## config.mk

```make
export PLATFORM = sky130hd
export DESIGN_NAME = iore_engine
export DESIGN_NICKNAME = d
export VERILOG_FILES = /design/src/iore_pkg.sv /design/src/iore_engine.sv /design/src/iore_mem.sv
export SDC_FILE = /design/constraint.sdc
export NUM_CORES = 2
export LEC_CHECK = 0
export ABC_AREA = 1
export BUFFER_PORTS_ARGS = -buffer_cell sky130_fd_sc_hd__buf_2
export CAP_MARGIN = 20
export CORE_MARGIN = 2
export CORE_UTILIZATION = 30
export CTS_CLUSTER_DIAMETER = 120
export DETAILED_ROUTE_END_ITERATION = 8
export PLACE_DENSITY = 0.52
export SYNTH_ARGS = -nofsm -noshare
export SYNTH_HDL_FRONTEND = slang
export SYNTH_SLANG_ARGS = --single-unit
export TNS_END_PERCENT = 20
```

## constraint.sdc

```tcl
create_clock -name mclk_i -period 11.8 [get_ports mclk_i]
set_input_delay 0.59 -clock mclk_i [delete_from_list [all_inputs] [get_ports mclk_i]]
set_output_delay 0.59 -clock mclk_i [all_outputs]
set_load 0.005 [all_outputs]
```

## src/iore_pkg.sv

```systemverilog
// Shared types and constants for the I/O request/response target engine.
// Assumes a single clock domain; all widths are fixed.
package iore_pkg;

  localparam int MEM_AW = 4;
  localparam int MEM_DEPTH = 16;
  localparam int DW = 64;
  localparam int LANES = 8;
  localparam int SEQ_W = 4;
  localparam int TID_W = 8;
  localparam int ADDR_W = 8;
  localparam int MREG_N = 4;
  localparam int MREG_AW = 2;
  localparam logic [7:0] BE_FULL = 8'hFF;
  localparam logic [7:0] BE_WORD_HI = 8'hF0;
  localparam logic [7:0] BE_WORD_LO = 8'h0F;
  localparam logic [7:0] BE_HALF0 = 8'hC0;
  localparam logic [7:0] BE_HALF1 = 8'h30;
  localparam logic [7:0] BE_HALF2 = 8'h0C;
  localparam logic [7:0] BE_HALF3 = 8'h03;
  localparam logic [SEQ_W-1:0] SEQ_RST = 4'h0;
  localparam logic [DW-1:0] ONE64 = 64'h0000_0000_0000_0001;

  typedef enum logic [3:0] {
    plain_read_request,
    plain_write_request,
    acked_write_request,
    stream_write_request,
    atom_inc,
    atom_dec,
    atom_set,
    atom_clr,
    atom_swap,
    atom_tswap,
    atom_cswap,
    maint_read,
    maint_write
  } iore_kind_e;

  typedef enum logic [1:0] {
    rsp_done,
    rsp_error,
    rsp_maint_done,
    rsp_maint_error
  } iore_rsts_e;

  // One request beat; wdata carries the swap/compare value, sdata the compare-and-swap new value
  typedef struct packed {
    iore_kind_e kind;
    logic [TID_W-1:0] tid;
    logic [SEQ_W-1:0] seq;
    logic [ADDR_W-1:0] addr;
    logic [LANES-1:0] be;
    logic [DW-1:0] wdata;
    logic [DW-1:0] sdata;
  } iore_req_s;

  typedef struct packed {
    iore_rsts_e st;
    logic [TID_W-1:0] tid;
    logic [LANES-1:0] be;
    logic [DW-1:0] data;
  } iore_rsp_s;

endpackage

```

## src/iore_engine.sv

```systemverilog
// Target engine: services read, write, atomic and maintenance requests.
// Assumes the requester keeps identifier rules and holds inputs while valid.
// Notes on behaviour
// - A request needing a reply gets a response once finished or failed.
// - Success response reports completion and carries read data for read types.
// - Unrecoverable failure returns an error response instead of success.
// - Out-of-sequence requests are accepted but complete only in sequence order.
// - Short payloads are padded and sit in their proper byte lanes.
// - A read returns exactly the requested lanes, others zero.
// - Memory is accessed regardless of any coherence state.
// - Plain writes allow byte, half-word, word and double-word lane masks.
// - Stream writes carry whole double-words only.
// - Plain and stream writes never produce a response.
// - Acked write performs the write then responds done.
// - Atomic reads, returns old data, modifies and writes back without interruption.
// - Supports increment, decrement, test-and-swap, set, clear, swap, compare-and-swap.
// - Maintenance accesses answer with maintenance-type responses.
// - Maintenance accesses use 32-bit quantities.
// - Writes complete in delivery order, or in sequence order when seq_en_i is set.
// - A read completes after all earlier writes, or after all writes earlier in sequence when seq_en_i is set.
// - Payloads are big-endian; little-endian local memory is byte-swapped.
`timescale 1ns/1ps
module iore_engine
  import iore_pkg::*;
(
  input wire logic mclk_i,
  input wire logic rst_i,
  input wire logic ce_i,
  input wire logic seq_en_i,
  input wire logic local_le_i,
  input wire logic req_vld_i,
  input wire iore_req_s req_i,
  output logic req_rdy_o,
  output logic rsp_vld_o,
  input wire logic rsp_rdy_i,
  output iore_rsp_s rsp_o,
  output logic [SEQ_W-1:0] exp_seq_o
);

  typedef enum logic [1:0] {S_IDLE, S_CHK, S_EXEC, S_RESP} iore_fsm_e;

  typedef struct packed {
    iore_fsm_e fsm;
    iore_req_s cur;
    logic park_v;
    iore_req_s park;
    logic [SEQ_W-1:0] exp;
    logic [MREG_N-1:0][31:0] mreg;
    iore_rsp_s rsp;
  } iore_state_s;

  iore_state_s q_ff;
  iore_state_s nxt_q;

  logic mem_en;
  logic mem_we;
  logic [LANES-1:0] mem_be;
  logic [DW-1:0] mem_wdata;
  logic [DW-1:0] mem_rdata;
  logic [DW-1:0] rd_be;

  function automatic logic [DW-1:0] lane_bits(input logic [LANES-1:0] be);
    logic [DW-1:0] m;
    m = '0;
    for (int i = 0; i < LANES; i++) begin
      m[DW-1-8*i -: 8] = {8{be[i]}};
    end
    return m;
  endfunction

  // Byte swap for a little-endian local store
  function automatic logic [DW-1:0] bswap(input logic [DW-1:0] d);
    logic [DW-1:0] r;
    r = '0;
    for (int i = 0; i < LANES; i++) begin
      r[8*i +: 8] = d[DW-1-8*i -: 8];
    end
    return r;
  endfunction

  function automatic logic [LANES-1:0] lswap(input logic [LANES-1:0] b);
    logic [LANES-1:0] r;
    r = '0;
    for (int i = 0; i < LANES; i++) begin
      r[i] = b[LANES-1-i];
    end
    return r;
  endfunction

  function automatic logic atom_size_ok(input logic [LANES-1:0] be);
    logic ok;
    ok = $onehot(be) || (be inside {BE_HALF0, BE_HALF1, BE_HALF2, BE_HALF3, BE_WORD_HI, BE_WORD_LO});
    return ok;
  endfunction

  function automatic logic is_atomic(input iore_kind_e k);
    return k inside {atom_inc, atom_dec, atom_set, atom_clr, atom_swap, atom_tswap, atom_cswap};
  endfunction

  // Shift that brings the lowest-order selected lane down to bit 0
  function automatic logic [5:0] lane_shift(input logic [LANES-1:0] be);
    logic [5:0] s;
    s = '0;
    for (int i = 0; i < LANES; i++) begin
      if (be[i]) begin
        s = 6'((LANES-1-i)*8);
      end
    end
    return s;
  endfunction

  // Carry out of the field is discarded by the final lane mask
  function automatic logic [DW-1:0] atom_calc(input iore_req_s r, input logic [DW-1:0] old);
    logic [DW-1:0] lm;
    logic [DW-1:0] one;
    logic [DW-1:0] res;
    lm = lane_bits(r.be);
    one = ONE64 << lane_shift(r.be);
    res = old;
    unique case (r.kind)
      atom_inc: res = old + one;
      atom_dec: res = old - one;
      atom_set: res = '1;
      atom_clr: res = '0;
      atom_swap: res = r.wdata;
      atom_tswap: res = ((old & lm) == '0) ? r.wdata : old;
      atom_cswap: res = ((old & lm) == (r.wdata & lm)) ? r.sdata : old;
      default: res = old;
    endcase
    return res & lm;
  endfunction

  function automatic logic req_err(input iore_req_s r);
    logic e;
    e = 1'b0;
    if (r.kind inside {maint_read, maint_write}) begin
      e = !(r.be inside {BE_WORD_HI, BE_WORD_LO}) || (r.addr >= ADDR_W'(MREG_N));
    end else begin
      e = (r.addr >= ADDR_W'(MEM_DEPTH)) || (r.be == '0);
      if (is_atomic(r.kind) && !atom_size_ok(r.be)) begin
        e = 1'b1;
      end
      if (r.kind == stream_write_request && r.be != BE_FULL) begin
        e = 1'b1;
      end
    end
    return e;
  endfunction

  logic in_order;
  logic park_go;
  logic cur_err;

  assign park_go = q_ff.park_v && (!seq_en_i || q_ff.park.seq == q_ff.exp);
  assign in_order = !seq_en_i || req_i.seq == q_ff.exp;
  // A single parking slot: only one early request may wait at a time
  // Handshakes drop while the clock enable holds the engine, so no beat is taken and then lost
  assign req_rdy_o = ce_i && (q_ff.fsm == S_IDLE) && !park_go && (in_order || !q_ff.park_v);
  assign cur_err = req_err(q_ff.cur);
  assign rsp_vld_o = ce_i && (q_ff.fsm == S_RESP);
  assign rsp_o = q_ff.rsp;
  assign exp_seq_o = q_ff.exp;
  assign rd_be = lane_bits(q_ff.cur.be);

  always_comb begin
    logic [DW-1:0] old;
    logic [31:0] mword;
    nxt_q = q_ff;
    mem_en = 1'b0;
    mem_we = 1'b0;
    mem_be = local_le_i ? lswap(q_ff.cur.be) : q_ff.cur.be;
    mem_wdata = local_le_i ? bswap(q_ff.cur.wdata) : q_ff.cur.wdata;
    old = local_le_i ? bswap(mem_rdata) : mem_rdata;
    mword = q_ff.cur.be[0] ? q_ff.cur.wdata[63:32] : q_ff.cur.wdata[31:0];
    unique case (q_ff.fsm)
      S_IDLE: begin
        if (park_go) begin
          nxt_q.cur = q_ff.park;
          nxt_q.park_v = 1'b0;
          nxt_q.fsm = S_CHK;
        end else if (req_vld_i && req_rdy_o) begin
          if (in_order) begin
            nxt_q.cur = req_i;
            nxt_q.fsm = S_CHK;
          end else begin
            nxt_q.park = req_i;
            nxt_q.park_v = 1'b1;
          end
        end
      end
      S_CHK: begin
        nxt_q.rsp.tid = q_ff.cur.tid;
        nxt_q.rsp.be = q_ff.cur.be;
        nxt_q.rsp.data = '0;
        nxt_q.rsp.st = rsp_done;
        nxt_q.fsm = S_RESP;
        if (q_ff.cur.kind inside {maint_read, maint_write}) begin
          nxt_q.rsp.st = cur_err ? rsp_maint_error : rsp_maint_done;
          if (!cur_err) begin
            if (q_ff.cur.kind == maint_write) begin
              nxt_q.mreg[q_ff.cur.addr[MREG_AW-1:0]] = mword;
            end else begin
              nxt_q.rsp.data = {2{q_ff.mreg[q_ff.cur.addr[MREG_AW-1:0]]}} & rd_be;
            end
          end
        end else if (cur_err) begin
          nxt_q.rsp.st = rsp_error;
          if (q_ff.cur.kind inside {plain_write_request, stream_write_request}) begin
            nxt_q.fsm = S_IDLE;
          end
        end else if (q_ff.cur.kind inside {plain_write_request, stream_write_request, acked_write_request}) begin
          // Single-issue engine keeps writes and later reads in delivery order, or in sequence order when seq_en_i is set
          mem_en = 1'b1;
          mem_we = 1'b1;
          if (q_ff.cur.kind != acked_write_request) begin
            nxt_q.fsm = S_IDLE;
          end
        end else begin
          mem_en = 1'b1;
          nxt_q.fsm = S_EXEC;
        end
        if (nxt_q.fsm == S_IDLE && seq_en_i) begin
          nxt_q.exp = q_ff.exp + 1'b1;
        end
      end
      S_EXEC: begin
        nxt_q.rsp.data = old & rd_be;
        nxt_q.fsm = S_RESP;
        if (is_atomic(q_ff.cur.kind)) begin
          // Nothing else reaches memory between this read and write-back
          mem_en = 1'b1;
          mem_we = 1'b1;
          mem_wdata = local_le_i ? bswap(atom_calc(q_ff.cur, old)) : atom_calc(q_ff.cur, old);
        end
      end
      S_RESP: begin
        if (rsp_rdy_i) begin
          nxt_q.fsm = S_IDLE;
          if (seq_en_i) begin
            nxt_q.exp = q_ff.exp + 1'b1;
          end
        end
      end
    endcase
  end

  always_ff @(posedge mclk_i) begin
    if (rst_i) begin
      q_ff <= '0;
    end else if (ce_i) begin
      q_ff <= nxt_q;
    end
  end

  iore_mem u_mem (
    .mclk_i(mclk_i),
    .ce_i(ce_i),
    .en_i(mem_en),
    .we_i(mem_we),
    .be_i(mem_be),
    .addr_i(q_ff.cur.addr[MEM_AW-1:0]),
    .wdata_i(mem_wdata),
    .rdata_o(mem_rdata)
  );
endmodule

```

## src/iore_mem.sv

```systemverilog
// Local double-word memory with byte-lane writes and a registered read port.
// Lane 0 is the most significant byte of the double-word.
`timescale 1ns/1ps
module iore_mem
  import iore_pkg::*;
(
  input wire logic mclk_i,
  input wire logic ce_i,
  input wire logic en_i,
  input wire logic we_i,
  input wire logic [LANES-1:0] be_i,
  input wire logic [MEM_AW-1:0] addr_i,
  input wire logic [DW-1:0] wdata_i,
  output logic [DW-1:0] rdata_o
);

  logic [DW-1:0] mem_ff [MEM_DEPTH];

  always_ff @(posedge mclk_i) begin
    if (ce_i && en_i) begin
      if (we_i) begin
        for (int i = 0; i < LANES; i++) begin
          if (be_i[i]) begin
            mem_ff[addr_i][DW-1-8*i -: 8] <= wdata_i[DW-1-8*i -: 8];
          end
        end
      end else begin
        rdata_o <= mem_ff[addr_i];
      end
    end
  end

endmodule

```

==> results.toml <==
[clocking]
path_clk_slew_ns = 0.06
htree_levels = 4
cts_tree = "done"
clk_latency_ns = 0.86
cts_root_buf = "clkbuf_16"
cts_buffer_depth = 3
clock_sinks = 1621
post_cts_buffers = 0
cts_hold_buf = 126
cts_buffers = 173
cts_resized = 0

[run]
maxCapViolCount = 0

[worst_setup_path]
reg2reg_from = "q_ff[503]"
max_stage_delay_ns = 0.83
rr_worst_depth = 34
cp.required_ns = 12.28
path_common_cell = "nor2_1"
start_kind = "flip-flop"
crit_type = "flip-flop to flip-flop"
cp_max_fo = 75
reg2reg_to = "u_mem.mem_ff[12][15]"
reg2reg_slack_ns = 4.62
arrival_ns = 7.66
endpoint_kind = "flip-flop"
slowest_stage = "nor2_1"

[floorplan]
start_util_pct = 30.13
fp.coreArea_sq_um = 259200
rows = 187
io_pins = 255
dieArea_sq_um = 264500
die_h_um = 514.3
die_w_um = 514.3

[logic_synthesis]
synth_fa_ha_area_share_pct = 1.346
async_flop_share_pct = 0
synth_top_family_by_area = "simple AND/OR/NAND/NOR gates"
yosysSeqAreaShare_pct = 55.49
synth-compound-area-share_pct = 16.10
syn-cell-area_sq_um = 78110
syn_avg_cell_area_sq_um = 8.831
synth_top_area_share_pct = 41.83
ys.flop_type = "edfxtp_1"
ys_ff_latch = 1621
synth_xor_area_share_pct = 0.1570
synth-simple-area-share_pct = 20.03
ys_types = 44
synth_edf_count = 1088
yosys_warnings = 0
netlist_instances = 8845
synthTopCellsByArea = "edfxtp_1 (42%), dfxtp_1 (14%), nand2_1 (7.9%), nor2_1 (6.4%), a22oi_1 (5.2%)"
syn-num-nets = 9093
yosys.area.top_type = "edfxtp_1"
muxShareOfSynthArea_pct = 0

[grt]
grt_remaining_overflow = 0
grt_pass1_vias = 62276
grt_first_pass_wirelength_mm = 467.1
grt_max_degree = 218
grt_usage_pct = 24.39
grt_antenna_before_repair = 35

[sta]
rsz0062_at_grt = "false"
setup_tns_ns = 0
layout_setup_ws_ns = 4.617
clock.fmax_mhz = 139.2
fin_skew_ns = 0.04053
fin_crit_sh_pct = 60.88
hold_viol_final = 0
tightestPinTransition_ns = 1.167
hold_slack_ns = 0.06255
slew_viol_final = 0
min_period_ns = 7.183
maxSlewHeadroom_pct = 21.71
setup_viol = 0

[cells_and_area]
drive_above_1_share_pct = 8.687
stdcell_area_sq_um = 89440
final_util_pct = 34.50
syn2layout_area_growth_pct = 14.52
final_nets = 9179

[power]
p_per_area_nw_per_um2 = 142.8
irDropWorstVdd_v = 0.0001451
p_leak_uw = 0.03367

[detailed_routing]
dr.pass1.iters = 6
vias = 67146
wl_met1_mm = 139.0
dr_wl_met3_mm = 26.92
dr_wl_met2_mm = 151.4
routedWlPerCell_um = 26.81
viasPerCell = 5.382
drc = 0
top_layer = "met5"
detail_route.iter0.violations = 8184
ant_nets = 0
drt-total-wl_mm = 334.5

[worst_hold_path]
worstHoldStart = "req_i[29]"
whs_path_depth = 3
hold_class = "input port to flip-flop"
hold_path_end = "q_ff[243]"

[run_status]
status = "finished, final reports clean"

[placed_design]
port_buffers = 254
globalplace.congestion = 1.051
dp_slack_ns = 4.431
placedInstanceArea_sq_um = 82270
dp_hpwl_mm = 237.6
[worst max path at each step]
stage                from                   end  slack, ns
5_1_grt         q_ff[503]  u_mem.mem_ff[12][15]       4.06
4_1_cts         q_ff[503]   u_mem.mem_ff[1][51]       4.48
3_3_place_gp    q_ff[503]    u_mem.mem_ff[4][9]       4.36
2_1_floorplan   q_ff[509]      u_mem.rdata_o[0]       4.81
3_5_place_dp   local_le_i    u_mem.mem_ff[4][2]       4.43
6_report        q_ff[503]  u_mem.mem_ff[12][15]       4.62
[per-stage QoR]
| step | cells | power (uW) |
|---|---|---|
| final | 12477 | 12770 |
| after global routing | 12474 | 13140 |
| after CTS | 12460 | 12830 |
| after detailed placement | 12019 | 7313 |
| after global placement | 12011 | 7314 |
| after floorplan | 8845 | 6850 |
[critical path, delay by kind of cell (launching register included)]
family                   cells  cell delay, ns
AND/OR/NAND/NOR             17            3.19
buffers and inverters        9            1.32
adder cells (fa/ha/maj)      3            0.83
AO/OA/AOI/OAI                4            0.67
flip-flops                   1            0.58
XOR/XNOR                     1            0.18
[logic make-up after synthesis]
logic type	Yosys count
AOI/OAI and AO/OA	2028
DFF	1621
xor gates and xnor gates	14
buffers and inverters	1287
adders and majority gates	81
and+or+nand+nor	3814
[sequential cells by signal, indices dropped and copies added (netlist names), named ones only]
register / count
rsp_o: 82
exp_seq_o: 4
u_mem.mem_ff: 1024
u_mem.rdata_o: 64
q_ff: 446
[final cells by class]
cell class	count	area, sq um
Tap cell	3402	4257
Clock inverter	88	1026
Inverter	644	2441
Timing Repair Buffer	554	4051
Fill cell	26469	169800
Antenna cell	4	10.01
Sequential cell	1621	43350
Clock buffer	227	4717
Multi-Input combinational cell	5937	29590
[placed cells by master, fill, tap and decap left out, types with 18 or more instances in the layout]
cell           count
nand4_1           65
buf_2            252
clkbuf_1          37
nand3_1          663
clkbuf_8          18
buf_4            153
nand2_2           27
a2111o_1          64
a21boi_0         132
a211oi_1          49
nor2_2            19
o211ai_1          33
a22oi_1          545
nor3_1            21
a21oi_1          497
ha_1              75
o21ai_0          613
clkinv_2          31
inv_1            611
dfxtp_1          526
nor2_1          1308
clkinv_1          35
nand2_1         1639
a31oi_1           65
clkbuf_16        176
edfxtp_1        1088
dlygate4sd3_1    126
nand3b_1          44
[Yosys cell counts, types with 64 or more instances]
| cell type | n |
|---|---|
| a2111o_1 | 64 |
| a21boi_0 | 132 |
| a21oi_1 | 497 |
| a22oi_1 | 545 |
| a31oi_1 | 65 |
| buf_4 | 102 |
| clkbuf_1 | 439 |
| dfxtp_1 | 533 |
| edfxtp_1 | 1088 |
| ha_1 | 76 |
| inv_1 | 615 |
| nand2_1 | 1642 |
| nand3_1 | 663 |
| nand4_1 | 65 |
| nor2_1 | 1337 |
| o21ai_0 | 622 |
[layer usage]
layer / global-route usage (%) / vias up
met5: 0 / -
met3: 4.488 / 579
met4: 10.76 / 10
met2: 38.65 / 2995
li1: - / 30639
met1: 32.37 / 32923
[power by group]
part	total [uW]	internal [uW]	switching, uW	leakage [uW]
Sequential	6100	6060	41.6	0.0149
Clock	5510	3160	2340	0.00280
Combinational	1170	290	877	0.0160
Total	12800	9510	3260	0.0337
Note: power is estimated with default switching activity, not from simulation.
